`config.mk`:
```
export PLATFORM = sky130hd
export DESIGN_NAME = hse_engine
export DESIGN_NICKNAME = d
export VERILOG_FILES = /design/src/pkg/hse_pkg.sv /design/src/hse_engine.sv
export SDC_FILE = /design/constraint.sdc
export NUM_CORES = 2
export LEC_CHECK = 0
export BUFFER_PORTS_ARGS = -buffer_cell sky130_fd_sc_hd__buf_2
export CAP_MARGIN = 20
export CORE_ASPECT_RATIO = 0.5
export CORE_MARGIN = 2
export CORE_UTILIZATION = 50
export CTS_BUF_LIST = sky130_fd_sc_hd__clkbuf_2
export CTS_CLUSTER_SIZE = 8
export DETAILED_ROUTE_END_ITERATION = 7
export GPL_TIMING_DRIVEN = 0
export PLACE_DENSITY_LB_ADDON = 0.1
export SETUP_SLACK_MARGIN = 0.2
export SLEW_MARGIN = 20
export SYNTH_ARGS = -nofsm -noshare
export SYNTH_HDL_FRONTEND = slang
export SYNTH_SLANG_ARGS = --single-unit
```
`constraint.sdc`:
```
create_clock -name core_clk -period 13.4 [get_ports core_clk]
set_input_delay 0.67 -clock core_clk [delete_from_list [all_inputs] [get_ports core_clk]]
set_output_delay 0.67 -clock core_clk [all_outputs]
set_load 0.02 [all_outputs]
```
`src/pkg/hse_pkg.sv`:
```
// hse_pkg: constants and types of the header suppression engine
// Notes on behaviour
// - Action byte: 0 add, 1 set, 2 delete, 3 delete all; apply it.
// - Set only fills missing fields; never alters a field already present.
// - No suppression until both size and cached bytes are known.
// - Add of an existing rule is rejected and the stored rule kept.
// - Delete all clears only the rules of the named flow.
// - Error set only for rejected requests; none on success.
// - A response with an error set carries no other suppression encodings.
// - Error set holds one errored-parameter byte naming the subtype.
// - Error set holds one nonzero confirmation code.
// - At most one zero-terminated error text; its length counts the zero.
// - Whole suppression encoding is shorter than 256 bytes.
// - Window starts right after checksum upstream, at 13th byte downstream.
// - Most significant cached byte maps to the first window byte.
// - Cached byte count equals the rule size.
// - Index runs 1 to 255, unique per flow.
// - Mask bit 0 is the MSB and governs the first window byte.
// - Mask 1: sender drops, receiver reinserts; mask 0: byte travels.
// - An absent mask means every window byte is suppressed.
// - Size zero disables suppression; nonzero suppresses that many bytes.
// - Verify flag 0 verifies (default); sender sends unsuppressed on mismatch.
// - Vendor container discarded unless its first element is a vendor id.
// - Add on an existing rule answers confirmation code 17.
`default_nettype none
package hse_pkg;
   localparam int HSE_SLOTS = 4;
   localparam int HSE_MAXB = 16;
   localparam int HSE_SLOT_W = 2;
   localparam int HSE_CNT_W = 5;
   // ***********************************************
   // register byte offsets
   // ***********************************************
   localparam logic [7:0] OFS_CMD = 8'h00;
   localparam logic [7:0] OFS_SIZE = 8'h04;
   localparam logic [7:0] OFS_MASK = 8'h08;
   localparam logic [7:0] OFS_VERIFY = 8'h0c;
   localparam logic [7:0] OFS_ENC = 8'h10;
   localparam logic [7:0] OFS_ERR = 8'h14;
   localparam logic [7:0] OFS_STATUS = 8'h18;
   localparam logic [7:0] OFS_CTRL = 8'h1c;
   localparam logic [7:0] OFS_BYTES = 8'h20;
   localparam logic [7:0] OFS_BYTES_END = 8'h2c;
   // ***********************************************
   // codes and counts
   // ***********************************************
   localparam logic [7:0] CC_OK = 8'h00;
   localparam logic [7:0] CC_TEMP = 8'h03;
   localparam logic [7:0] CC_HS = 8'h09;
   localparam logic [7:0] CC_NOT_FOUND = 8'h10;
   localparam logic [7:0] CC_EXISTS = 8'h11;
   localparam logic [7:0] CC_INVALID = 8'h17;
   localparam logic [7:0] SUB_BYTES = 8'h07;
   localparam logic [7:0] SUB_INDEX = 8'h08;
   localparam logic [7:0] SUB_MASK = 8'h09;
   localparam logic [7:0] SUB_SIZE = 8'h0a;
   localparam logic [7:0] SUB_VERIFY = 8'h0b;
   localparam logic [8:0] ENC_LIMIT = 9'h100;
   localparam logic [4:0] DS_OFFSET = 5'h0c;
   localparam logic [1:0] RESP_OKAY = 2'h0;
   localparam logic [1:0] RESP_SLVERR = 2'h2;
   typedef enum logic [1:0] {
      ACT_ADD = 2'h0, ACT_SET = 2'h1, ACT_DEL = 2'h2, ACT_DEL_ALL = 2'h3
   } hse_act_e;
   typedef enum logic [2:0] {
      ST_IDLE = 3'h0, ST_OFFS = 3'h1, ST_GATHER = 3'h3, ST_EMIT = 3'h2,
      ST_PASS = 3'h6, ST_RESTORE = 3'h7
   } hse_st_e;
   typedef struct packed {
      logic used;
      logic [7:0] flow;
      logic [7:0] index;
      logic has_size;
      logic [7:0] size;
      logic has_bytes;
      logic [7:0] nbytes;
      logic [HSE_MAXB-1:0][7:0] bytes;
      logic has_mask;
      logic [HSE_MAXB-1:0] mask;
      logic has_verify;
      logic skip;
   } hse_rule_s;
   typedef struct packed {
      hse_rule_s [HSE_SLOTS-1:0] tbl;
      logic [8:0] st_size;
      logic [16:0] st_mask;
      logic [8:0] st_verify;
      logic [31:0] st_enc;
      logic [3:0][31:0] st_bytes;
      logic [2:0] ctrl;
      logic err_present;
      logic [7:0] err_sub;
      logic [7:0] err_code;
      logic [7:0] vendor_drop;
      logic aw_held;
      logic [7:0] aw_addr;
      logic w_held;
      logic [31:0] w_data;
      logic [3:0] w_strb;
      logic bvalid;
      logic [1:0] bresp;
      logic rvalid;
      logic [31:0] rdata;
      logic [1:0] rresp;
      hse_st_e st;
      logic [HSE_SLOT_W-1:0] slot;
      logic [HSE_CNT_W-1:0] cnt;
      logic [HSE_CNT_W-1:0] n;
      logic mism;
      logic lastin;
      logic psup;
      logic [HSE_MAXB-1:0][7:0] buf_b;
      logic ov;
      logic [7:0] od;
      logic ol;
      logic osup;
   } hse_state_s;
endpackage
`default_nettype wire

```
`src/hse_engine.sv`:
```
// hse_engine: rule table, rule actions and suppress/restore byte path
//
// Local design decisions: register access over AXI4-Lite and the register offsets.
`default_nettype none
module hse_engine import hse_pkg::*; (
   input wire logic core_clk, // clock
   input wire logic rst_n, // async reset, active low
   input wire logic [7:0] s_axi_awaddr, // write address
   input wire logic s_axi_awvalid, // write address valid
   output logic s_axi_awready, // write address ready
   input wire logic [31:0] s_axi_wdata, // write data
   input wire logic [3:0] s_axi_wstrb, // byte strobes
   input wire logic s_axi_wvalid, // write data valid
   output logic s_axi_wready, // write data ready
   output logic [1:0] s_axi_bresp, // write response
   output logic s_axi_bvalid, // write response valid
   input wire logic s_axi_bready, // write response ready
   input wire logic [7:0] s_axi_araddr, // read address
   input wire logic s_axi_arvalid, // read address valid
   output logic s_axi_arready, // read address ready
   output logic [31:0] s_axi_rdata, // read data
   output logic [1:0] s_axi_rresp, // read response
   output logic s_axi_rvalid, // read data valid
   input wire logic s_axi_rready, // read data ready
   input wire logic in_valid, // packet byte valid
   output logic in_ready, // packet byte ready
   input wire logic [7:0] in_data, // packet byte
   input wire logic in_last, // last byte of packet
   input wire logic [HSE_SLOT_W-1:0] in_slot, // rule slot of packet
   input wire logic in_suppressed, // receive: packet arrived suppressed
   output logic out_valid, // output byte valid
   input wire logic out_ready, // output byte ready
   output logic [7:0] out_data, // output byte
   output logic out_last, // last output byte
   output logic out_suppressed // send: packet left suppressed
);
   hse_state_s s;
   hse_state_s nxt_s;

   function automatic logic [31:0] hse_merge(input logic [31:0] old,
                                             input logic [31:0] nw,
                                             input logic [3:0] be);
      logic [31:0] res;
      res = old;
      for (int b = 0; b < 4; b++) begin
         if (be[b]) begin
            res[8*b +: 8] = nw[8*b +: 8];
         end
      end
      return res;
   endfunction

   assign s_axi_awready = !s.aw_held;
   assign s_axi_wready = !s.w_held;
   assign s_axi_bvalid = s.bvalid;
   assign s_axi_bresp = s.bresp;
   assign s_axi_arready = !s.rvalid;
   assign s_axi_rvalid = s.rvalid;
   assign s_axi_rdata = s.rdata;
   assign s_axi_rresp = s.rresp;
   assign out_valid = s.ov;
   assign out_data = s.od;
   assign out_last = s.ol;
   assign out_suppressed = s.osup;

   always_comb begin
      hse_rule_s r;
      hse_rule_s cr;
      logic [31:0] wv;
      logic [31:0] rd;
      logic [7:0] wa;
      logic [7:0] flow;
      logic [7:0] idx;
      logic [7:0] code;
      logic [7:0] sub;
      logic [HSE_SLOT_W-1:0] hs;
      logic [HSE_SLOT_W-1:0] fs;
      logic [HSE_SLOTS-1:0] used_v;
      logic [HSE_SLOTS-1:0] def_v;
      logic hit;
      logic free;
      logic wr_go;
      logic can_push;
      logic meff;
      logic keep;
      logic usable;
      logic push;
      logic [7:0] pd;
      logic pl;
      hse_act_e act;
      r = '0;
      cr = '0;
      wv = '0;
      rd = '0;
      wa = {s.aw_addr[7:2], 2'b00};
      flow = '0;
      idx = '0;
      code = CC_OK;
      sub = '0;
      hs = '0;
      fs = '0;
      used_v = '0;
      def_v = '0;
      hit = 1'b0;
      free = 1'b0;
      push = 1'b0;
      pd = '0;
      pl = 1'b0;
      keep = 1'b0;
      usable = 1'b0;
      wr_go = 1'b0;
      can_push = 1'b0;
      meff = 1'b0;
      act = ACT_ADD;
      nxt_s = s;
      in_ready = 1'b0;
      // ***********************************************
      // register bus
      // ***********************************************
      if (s.bvalid && s_axi_bready) begin
         nxt_s.bvalid = 1'b0;
      end
      if (s_axi_awvalid && !s.aw_held) begin
         nxt_s.aw_held = 1'b1;
         nxt_s.aw_addr = s_axi_awaddr;
      end
      if (s_axi_wvalid && !s.w_held) begin
         nxt_s.w_held = 1'b1;
         nxt_s.w_data = s_axi_wdata;
         nxt_s.w_strb = s_axi_wstrb;
      end
      wr_go = s.aw_held && s.w_held && !s.bvalid;
      if (wr_go) begin
         nxt_s.aw_held = 1'b0;
         nxt_s.w_held = 1'b0;
         nxt_s.bvalid = 1'b1;
         nxt_s.bresp = RESP_OKAY;
         case (wa)
            OFS_CMD: wv = hse_merge(32'h0, s.w_data, s.w_strb);
            OFS_SIZE: nxt_s.st_size = 9'(hse_merge({23'h0, s.st_size}, s.w_data, s.w_strb));
            OFS_MASK: nxt_s.st_mask = 17'(hse_merge({15'h0, s.st_mask}, s.w_data, s.w_strb));
            OFS_VERIFY: nxt_s.st_verify =
               9'(hse_merge({23'h0, s.st_verify}, s.w_data, s.w_strb));
            OFS_ENC: nxt_s.st_enc = hse_merge(s.st_enc, s.w_data, s.w_strb);
            OFS_CTRL: nxt_s.ctrl = 3'(hse_merge({29'h0, s.ctrl}, s.w_data, s.w_strb));
            OFS_ERR, OFS_STATUS: begin
            end
            default: begin
               if (wa >= OFS_BYTES && wa <= OFS_BYTES_END) begin
                  nxt_s.st_bytes[wa[3:2]] = hse_merge(s.st_bytes[wa[3:2]], s.w_data, s.w_strb);
               end else begin
                  nxt_s.bresp = RESP_SLVERR;
               end
            end
         endcase
      end
      // ***********************************************
      // rule actions
      // ***********************************************
      flow = wv[23:16];
      idx = wv[15:8];
      act = hse_act_e'(wv[1:0]);
      for (int i = 0; i < HSE_SLOTS; i++) begin
         if (s.tbl[i].used && s.tbl[i].flow == flow && s.tbl[i].index == idx && !hit) begin
            hit = 1'b1;
            hs = HSE_SLOT_W'(i);
         end
         if (!s.tbl[i].used && !free) begin
            free = 1'b1;
            fs = HSE_SLOT_W'(i);
         end
      end
      if (wr_go && wa == OFS_CMD) begin
         // a malformed vendor container is dropped; the rule itself still goes ahead
         if (s.st_enc[17] && !s.st_enc[18]) begin
            nxt_s.vendor_drop = s.vendor_drop + 8'h01;
         end
         case (act)
            ACT_ADD: begin
               if (hit) begin
                  code = CC_EXISTS;
                  sub = SUB_INDEX;
               end else if (!free) begin
                  code = CC_TEMP;
                  sub = SUB_INDEX;
               end
               r.used = 1'b1;
               r.flow = flow;
               r.index = idx;
            end
            ACT_SET: begin
               r = s.tbl[hs];
               if (!hit) begin
                  code = CC_NOT_FOUND;
                  sub = SUB_INDEX;
               end else if (r.has_size && s.st_size[8]) begin
                  code = CC_INVALID;
                  sub = SUB_SIZE;
               end else if (r.has_bytes && s.st_enc[16]) begin
                  code = CC_INVALID;
                  sub = SUB_BYTES;
               end else if (r.has_mask && s.st_mask[16]) begin
                  code = CC_INVALID;
                  sub = SUB_MASK;
               end else if (r.has_verify && s.st_verify[8]) begin
                  code = CC_INVALID;
                  sub = SUB_VERIFY;
               end
            end
            ACT_DEL: begin
               if (!hit) begin
                  code = CC_NOT_FOUND;
                  sub = SUB_INDEX;
               end else begin
                  nxt_s.tbl[hs] = '0;
               end
            end
            default: begin
               for (int i = 0; i < HSE_SLOTS; i++) begin
                  if (s.tbl[i].flow == flow) begin
                     nxt_s.tbl[i] = '0;
                  end
               end
            end
         endcase
         if (act == ACT_ADD || act == ACT_SET) begin
            if (!r.has_size && s.st_size[8]) begin
               r.has_size = 1'b1;
               r.size = s.st_size[7:0];
            end
            if (!r.has_bytes && s.st_enc[16]) begin
               r.has_bytes = 1'b1;
               r.nbytes = s.st_enc[31:24];
               for (int j = 0; j < HSE_MAXB; j++) begin
                  r.bytes[j] = s.st_bytes[j/4][(31-8*(j%4)) -: 8];
               end
            end
            if (!r.has_mask && s.st_mask[16]) begin
               r.has_mask = 1'b1;
               for (int j = 0; j < HSE_MAXB; j++) begin
                  r.mask[j] = s.st_mask[15-j];
               end
            end
            if (!r.has_verify && s.st_verify[8]) begin
               r.has_verify = 1'b1;
               r.skip = s.st_verify[0];
            end
            if (code == CC_OK) begin
               if (s.st_enc[8:0] >= ENC_LIMIT) begin
                  code = CC_INVALID;
                  sub = SUB_BYTES;
               end else if (idx == 8'h00) begin
                  code = CC_INVALID;
                  sub = SUB_INDEX;
               end else if (r.size > 8'(HSE_MAXB)) begin
                  code = CC_HS;
                  sub = SUB_SIZE;
               end else if (r.has_size && r.has_bytes && r.nbytes != r.size) begin
                  code = CC_INVALID;
                  sub = SUB_BYTES;
               end
            end
            if (code == CC_OK) begin
               nxt_s.tbl[(act == ACT_ADD) ? fs : hs] = r;
            end
         end
         nxt_s.err_present = (code != CC_OK);
         nxt_s.err_code = code;
         nxt_s.err_sub = sub;
      end
      // ***********************************************
      // register reads
      // ***********************************************
      for (int i = 0; i < HSE_SLOTS; i++) begin
         used_v[i] = s.tbl[i].used;
         def_v[i] = s.tbl[i].used && s.tbl[i].has_size && s.tbl[i].has_bytes;
      end
      if (s.rvalid && s_axi_rready) begin
         nxt_s.rvalid = 1'b0;
      end
      if (s_axi_arvalid && !s.rvalid) begin
         nxt_s.rvalid = 1'b1;
         nxt_s.rresp = RESP_OKAY;
         case ({s_axi_araddr[7:2], 2'b00})
            OFS_CMD: rd = 32'h0;
            OFS_SIZE: rd = {23'h0, s.st_size};
            OFS_MASK: rd = {15'h0, s.st_mask};
            OFS_VERIFY: rd = {23'h0, s.st_verify};
            OFS_ENC: rd = s.st_enc;
            // no error text is ever attached, so its flag stays low
            OFS_ERR: rd = {7'h0, !s.err_present, 6'h0, 1'b0, s.err_present,
                           s.err_code, s.err_sub};
            OFS_STATUS: rd = {8'h0, s.vendor_drop, 4'h0, def_v, 4'h0, used_v};
            OFS_CTRL: rd = {29'h0, s.ctrl};
            default: begin
               if (s_axi_araddr >= OFS_BYTES && s_axi_araddr <= OFS_BYTES_END + 8'h03) begin
                  rd = s.st_bytes[s_axi_araddr[3:2]];
               end else begin
                  nxt_s.rresp = RESP_SLVERR;
               end
            end
         endcase
         nxt_s.rdata = rd;
      end
      // ***********************************************
      // byte path
      // ***********************************************
      // the table may change under a packet in flight; software should pause traffic
      cr = s.tbl[s.slot];
      can_push = !s.ov || out_ready;
      meff = cr.has_mask ? cr.mask[s.cnt[3:0]] : 1'b1;
      if (s.ov && out_ready) begin
         nxt_s.ov = 1'b0;
      end
      case (s.st)
         ST_IDLE: begin
            if (in_valid) begin
               r = s.tbl[in_slot];
               usable = s.ctrl[0] && r.used && r.has_size && r.has_bytes;
               usable = usable && (r.size != 8'h00) && (!s.ctrl[2] || in_suppressed);
               nxt_s.slot = in_slot;
               nxt_s.cnt = '0;
               nxt_s.mism = 1'b0;
               nxt_s.lastin = 1'b0;
               nxt_s.psup = 1'b0;
               if (!usable) begin
                  nxt_s.st = ST_PASS;
               end else if (s.ctrl[1]) begin
                  nxt_s.st = ST_OFFS;
               end else begin
                  nxt_s.st = s.ctrl[2] ? ST_RESTORE : ST_GATHER;
               end
            end
         end
         ST_OFFS: begin
            in_ready = can_push;
            if (in_valid && can_push) begin
               push = 1'b1;
               pd = in_data;
               pl = in_last;
               nxt_s.cnt = s.cnt + 5'h01;
               if (in_last) begin
                  nxt_s.st = ST_IDLE;
               end else if (s.cnt == DS_OFFSET - 5'h01) begin
                  nxt_s.cnt = '0;
                  nxt_s.st = s.ctrl[2] ? ST_RESTORE : ST_GATHER;
               end
            end
         end
         ST_GATHER: begin
            in_ready = 1'b1;
            if (in_valid) begin
               nxt_s.buf_b[s.cnt[3:0]] = in_data;
               if (meff && !cr.skip && in_data != cr.bytes[s.cnt[3:0]]) begin
                  nxt_s.mism = 1'b1;
               end
               nxt_s.cnt = s.cnt + 5'h01;
               if (in_last || {3'h0, s.cnt} == cr.size - 8'h01) begin
                  // a packet ending inside the window always leaves whole
                  nxt_s.lastin = in_last;
                  nxt_s.n = s.cnt + 5'h01;
                  nxt_s.cnt = '0;
                  nxt_s.st = ST_EMIT;
               end
            end
         end
         ST_EMIT: begin
            keep = s.mism || s.lastin || !meff;
            nxt_s.psup = !(s.mism || s.lastin);
            if (!keep || can_push) begin
               push = keep;
               pd = s.buf_b[s.cnt[3:0]];
               pl = s.lastin && (s.cnt == s.n - 5'h01);
               nxt_s.cnt = s.cnt + 5'h01;
               if (s.cnt == s.n - 5'h01) begin
                  nxt_s.st = s.lastin ? ST_IDLE : ST_PASS;
               end
            end
         end
         ST_RESTORE: begin
            if (meff) begin
               if (can_push) begin
                  push = 1'b1;
                  pd = cr.bytes[s.cnt[3:0]];
                  nxt_s.cnt = s.cnt + 5'h01;
                  if ({3'h0, s.cnt} == cr.size - 8'h01) begin
                     nxt_s.st = ST_PASS;
                  end
               end
            end else begin
               in_ready = can_push;
               if (in_valid && can_push) begin
                  push = 1'b1;
                  pd = in_data;
                  pl = in_last;
                  nxt_s.cnt = s.cnt + 5'h01;
                  if (in_last) begin
                     nxt_s.st = ST_IDLE;
                  end else if ({3'h0, s.cnt} == cr.size - 8'h01) begin
                     nxt_s.st = ST_PASS;
                  end
               end
            end
         end
         ST_PASS: begin
            in_ready = can_push;
            if (in_valid && can_push) begin
               push = 1'b1;
               pd = in_data;
               pl = in_last;
               if (in_last) begin
                  nxt_s.st = ST_IDLE;
               end
            end
         end
         default: nxt_s.st = ST_IDLE;
      endcase
      if (push) begin
         nxt_s.ov = 1'b1;
         nxt_s.od = pd;
         nxt_s.ol = pl;
         nxt_s.osup = !s.ctrl[2] && (s.st == ST_EMIT ? !(s.mism || s.lastin) : s.psup);
      end
   end

   always_ff @(posedge core_clk or negedge rst_n) begin
      if (!rst_n) begin
         s <= '0;
      end else begin
         s <= nxt_s;
      end
   end
endmodule
`default_nettype wire

```
---- Word level (Yosys, flattened, before mapping) ----
Index checks and enable logic that the tools add are counted.
operators by class
  add/sub/neg operators ................... 4
  order comparisons ....................... 17
  equality and inequality tests ........... 46
  multiplexer cells ....................... 191
  bitwise gates (word level) .............. 3
  reduce and logical (&&, ||, !) cells .... 132
operators with widths
  cell                                           number
  2-to-1 mux 728 bit                             4
  2-to-1 mux 182 bit                             8
  one-hot mux 728 bit (2 select lines)           1
  binary-select mux 182 bit (select 2 bit)       3
  AND 728 bit                                    1
  bitwise mux 728 bit                            1
  demux 182 bit (select 2 bit)                   2
  inverter 728 bit                               1
  2-to-1 mux 137 bit                             3
  2-to-1 mux 8 bit                               47
  2-to-1 mux 165 bit                             2
  bitwise mux 128 bit                            2
  one-hot mux 32 bit (8 select lines)            1
  2-to-1 mux 164 bit                             1
  binary-select mux 32 bit (select 2 bit)        2
  2-to-1 mux 32 bit                              4
  2-to-1 mux 5 bit                               14
  2-to-1 mux 17 bit                              4
  binary-select mux 8 bit (select 4 bit)         2
  demux 32 bit (select 2 bit)                    1
  == test 8 bit                                  8
  2-to-1 mux 3 bit                               20
  logical AND 1 bit                              58
  == test 6 x 3 -> 1 bit, second input constant  8
  other kinds (62)                               195
storage, ports and cells
  register bits ........................... 1192
  bits of input ports ..................... 73
  output and inout bits ................... 53
  word-level logic and storage cells ...... 558

---- Depth between registers and ports, before layout ----
  depth in word-level cells ............... 37
  depth in mapped cells ................... 23
  gate-level depth less buffers ........... 14

---- Least setup slack after synthesis ----
OpenSTA, ideal clock, no wires.
  path kind ............................... flip-flop to flip-flop
  from .................................... reg s[237] in the netlist's numbering
  to ...................................... reg s[991] in the netlist's numbering
  setup time .............................. 0.120 ns
  data arrival time ....................... 5.294 ns
  required time ........................... 13.280 ns
  path slack .............................. 7.987 ns
  stages on the path, launching flop included .. 21
  buffers on the path ..................... 6
  period minus slack after synthesis ...... 5.413 ns
  cells stage by stage .................... dfrtp_1 -> or4_1 -> buf_4 -> nor4_1 -> xnor2_1 -> nand2_1 -> or4_1 -> clkbuf_1 -> a31oi_1 -> a2bb2oi_1 -> a21oi_1 -> buf_2 -> a22oi_1 -> xor2_1 -> nor4_4 -> a21oi_1 -> or4b_1 -> clkbuf_1 -> buf_6 -> buf_6 -> and3_1
on the way
  longest elaborated chain between the ends .. 37
  elaborated cells on any way between the ends .. 99
  classes of those cells .................. 5 x order compare; 11 x eq/ne; 47 x mux; 2 x bitwise; 34 x reduce/logical
ends and longest elaborated chain
  item                                                                        RTL line                              RTL
  start: declaration                                                          hse_engine.sv:37                      hse_state_s s;
  start signal: assignment                                                    hse_engine.sv:430                     s <= nxt_s;
  zero test 6 bit *                                                           hse_engine.sv:138, hse_engine.sv:173
  parallel branches: the longest is 36 deep, another holds 2-to-1 mux 24 bit  n/a
Mark *: on every way between the ends. The select of a mux whose other input is x is not followed.
A chain may end at the register's enable or synchronous reset.

---- Final worst setup path ----
  from .................................... reg s[234] in the netlist's numbering
  to ...................................... reg s[632] in the netlist's numbering
on the way
  longest elaborated chain between the ends .. 37
  elaborated cells on any way between the ends .. 101
  classes of those cells .................. 5 x order compare; 11 x eq/ne; 49 x mux; 2 x bitwise; 34 x reduce/logical
ends and longest elaborated chain
  item                                                                        RTL line
  zero test 6 bit *                                                           hse_engine.sv:138, hse_engine.sv:173
  parallel branches: the longest is 36 deep, another holds 2-to-1 mux 24 bit  n/a
Marked as above.

==> run_results.csv <==
group,metric,value,unit
worst_setup_path,end_kind,"flop",
worst_setup_path,r2r_slack,5120,ps
worst_setup_path,start_kind,"flop",
worst_hold_path,holdPathStages,7,
sta,max_slew_margin,15.1,%
floorplanning,dieArea,134000,µm²
logic_synthesis,ys_warn_count,0,
logic_synthesis,synth.distinct_cells,82,
detailed_routing,routed_wl,277000,µm
detailed_routing,post-route-drc-count,1,
logic_synthesis,yosys-top-cells-area,"dfrtp_1 (45%), mux2i_1 (14%), mux4_2 (10%)",
logic_synthesis,synth-seq-cells,1181,
placed_design,dpl_cell_area,69000,µm²
sta,hold_violations,0,
cts,cts_tree,"yes",
sta,setup_viol,0,
placed_design,portBuffers,110,
placed_design,dp_slack,5480,ps
logic_synthesis,synth_top_area_cell,"dfrtp_1",
detailed_routing,dr.pass1.iters,8,
cts,cts_resized,0,
floorplanning,die_h,260,µm
worst_setup_path,crit_slowest_cell,"buf_1",
global_route,grt_pass1_vias,55200,
detailed_routing,drtIter0Drc,7847,
logic_synthesis,synth-seq-area-share,45.0,%
sta,hold_ws,126,ps
worst_setup_path,critPathMaxStageDelay,950,ps
placed_design,dp_hpwl,199000,µm
placed_design,dpl.cell_count,7848,
logic_synthesis,synth_compound_area_share,8.24,%
cts,clkTransAtPathRegs,140,ps
logic_synthesis,synth-adder-area-share,0.133,%
worst_setup_path,worst-path-max-fanout,10,
worst_hold_path,whs_endpoint,"s_axi_rdata[3]",
worst_setup_path,reg2reg_to,"s[632]",
global_route,grt_use_total,41.0,%
sta,fin_crit,8280,ps
worst_setup_path,crit_chain,"nor2_1 > nand4_1 > clkbuf_1 > o32ai_1 > nand4_1 > or3_1 > buf_4 > nand2_1 > clkbuf_1 > a21o_1 > clkbuf_1 > buf_1 > clkbuf_1 > nand2_1 > nand3_1 > nand3_1 > o21ai_0 > nand2_1 > mux2i_1",
worst_setup_path,r2r-start,"s[234]",
sta,setup_ws,5120,ps
worst_setup_path,critical_path_class,"reg -> reg",
final_layout,syn_to_final_growth,11.1,%
logic_synthesis,synth_top_family_by_area,"multiplexers",
detailed_routing,num_vias,56100,
logic_synthesis,synthCells,5959,
logic_synthesis,synth_edf_count,0,
sta,post-route-period-util,61.8,%
worst_setup_path,arrival,9550,ps
logic_synthesis,synth_top_area_share,45.0,%
final_layout,fin_cells,8471,
worst_setup_path,required,14670,ps
cts,cts_setup_buffers,0,
logic_synthesis,synthTopCellsByCount,"dfrtp_1 (1181), nand2_1 (1159), mux2i_1 (896)",
sta,rsz0062_at_grt,"no",
worst_hold_path,hold_class,"in -> reg",
cts,cts_made_buffers,289,
final_layout,fin_util,56.3,%
final_layout,drive_gt1_share,19.9,%
logic_synthesis,synth-xor-area-share,0.987,%
floorplanning,fp.coreArea,130000,µm²
placed_design,gp_congestion,1.02,
logic_synthesis,synth-simple-area-share,13.1,%
global_route,antenna_found_initial,41,
logic_synthesis,synthMuxAreaShare,28.3,%
logic_synthesis,synth_ff_type,"dfrtp_1",
sta,drv_slew,0,
sta,fmax,0.121,GHz
status,outcome,"complete, but fails checks",
worst_setup_path,cpMostUsedCell,"clkbuf_1",
global_route,overflow,0,
detailed_routing,viasPerCell,6.63,
worst_setup_path,reg2regPathDepth,19,
logic_synthesis,synth.avg_cell_area,11.0,µm²
sta,tns,0,ps
final_layout,num-fill-cells,11200,
power,peakVddDrop,78.0,µV
floorplanning,start_util,50.7,%
power,power,10.3,mW
final_layout,fin_area,72900,µm²
floorplanning,fp-row-count,93,
power,leakage,34.1,nW
worst_hold_path,hold_start,"s_axi_araddr[6]",
cts,ctsLongestPathBuffers,4,
cts,clock-sinks,1181,
global_route,grt_pass1_wl,395000,µm
logic_synthesis,syn_area,65600,µm²
detailed_routing,routedWlPerCell,32.7,µm
floorplanning,die_x,516,µm
final_layout,nets,6598,
cts,cts_root_buffer,"clkbuf_2",
sta,fin_skew,215,ps
global_route,grt_max_degree,143,
cts,h-tree-depth,5,
status,violations,"design-rule violations",
job,maxCapViolations,0,
sta,tightest_slew,1270,ps
floorplanning,ios,126,
power,p_per_area,141,nW/µm²
logic_synthesis,synth.most_common_cell,"dfrtp_1",
logic_synthesis,synth-async-reset-ratio,100,%
cts,clk_latency,1560,ps
cts,cts_hold_buf,133,
detailed_routing,detail-route-antenna-nets,0,
-- cells by family (layout without fill, tap and decap cells) --
kind of cell / Yosys count / in the layout
xor gates and xnor gates: 74 / 74
adders and majority gates: 7 / 7
muxes: 1447 / 1447
other: 1 / 20
buffers and inverters: 575 / 1311
AOI/OAI and AO/OA: 816 / 816
and+or+nand+nor: 1858 / 1858
DFF: 1181 / 1181
-- layout by cell type (no fill, tap or decap), types with 84 or more instances in the layout --
cell / Yosys / routed
dfrtp_1: 1181 / 1181
and3_1: 155 / 155
mux2i_1: 896 / 896
clkbuf_2: 1 / 448
mux4_2: 304 / 304
nand2b_1: 200 / 200
buf_2: 34 / 162
a21oi_1: 167 / 166
clkbuf_1: 355 / 316
mux2_2: 244 / 244
nand2_1: 1159 / 1159
dlygate4sd3_1: 0 / 132
nand3_1: 84 / 84
nor2_1: 84 / 84
o21ai_0: 215 / 215
-- cell type report --
type                       count  area [µm²]  area share (%)
multi-input combinational   4204       33400            45.8
clock inverter                62         433           0.594
clock buffer                 407        2040            2.79
tap                         1757        2200            3.01
buffer                       546        2700            3.70
timing repair buffer         267        2440            3.35
inverter                      29         109           0.149
sequential                  1181       29600            40.5
antenna                       18        45.0          0.0618
-- per-layer routing --
metal | track usage, % | vias to the layer above | routed length [µm]
li1 | - | 22900 | -
met1 | 54.1 | 28600 | 107000
met2 | 56.7 | 3764 | 113000
met3 | 17.9 | 831 | 39300
met4 | 21.5 | 32 | 16400
met5 | 0 | - | 227
-- worst max path at each step --
| stage | start | endpoint | cells past startpoint |
|---|---|---|---|
| CTS | s[196] | s[853] | 17 |
| detailed placement | s[196] | s[489] | 17 |
| finish | s[234] | s[632] | 19 |
| floorplan | s[237] | s[991] | 20 |
| global placement | rst_n | s[552] | 1 |
| global route | s[234] | s[632] | 19 |
-- power breakdown --
part           internal (mW)  switching, mW
Combinational           1.00           2.03
Sequential              3.89          0.790
Clock                  0.935           1.61
-- flip-flops by register name (all words and copies together) (netlist names) --
| signal | cells |
|---|---|
| out_suppressed | 1 |
| s_axi_bvalid | 1 |
| s_axi_rdata | 32 |
| out_data | 8 |
| s_axi_rvalid | 1 |
| out_last | 1 |
| s_axi_rresp | 1 |
| out_valid | 1 |
| s | 1134 |
| s_axi_bresp | 1 |
-- worst max-delay path, delay by kind of cell, from the launching register on --
family,cells,cell delay [ps]
buffers and inverters,6,3530
multiplexers,1,210
AO/OA/AOI/OAI,3,940
flip-flops,1,510
AND/OR/NAND/NOR,9,2850
Note: power is estimated with default switching activity, not from simulation.
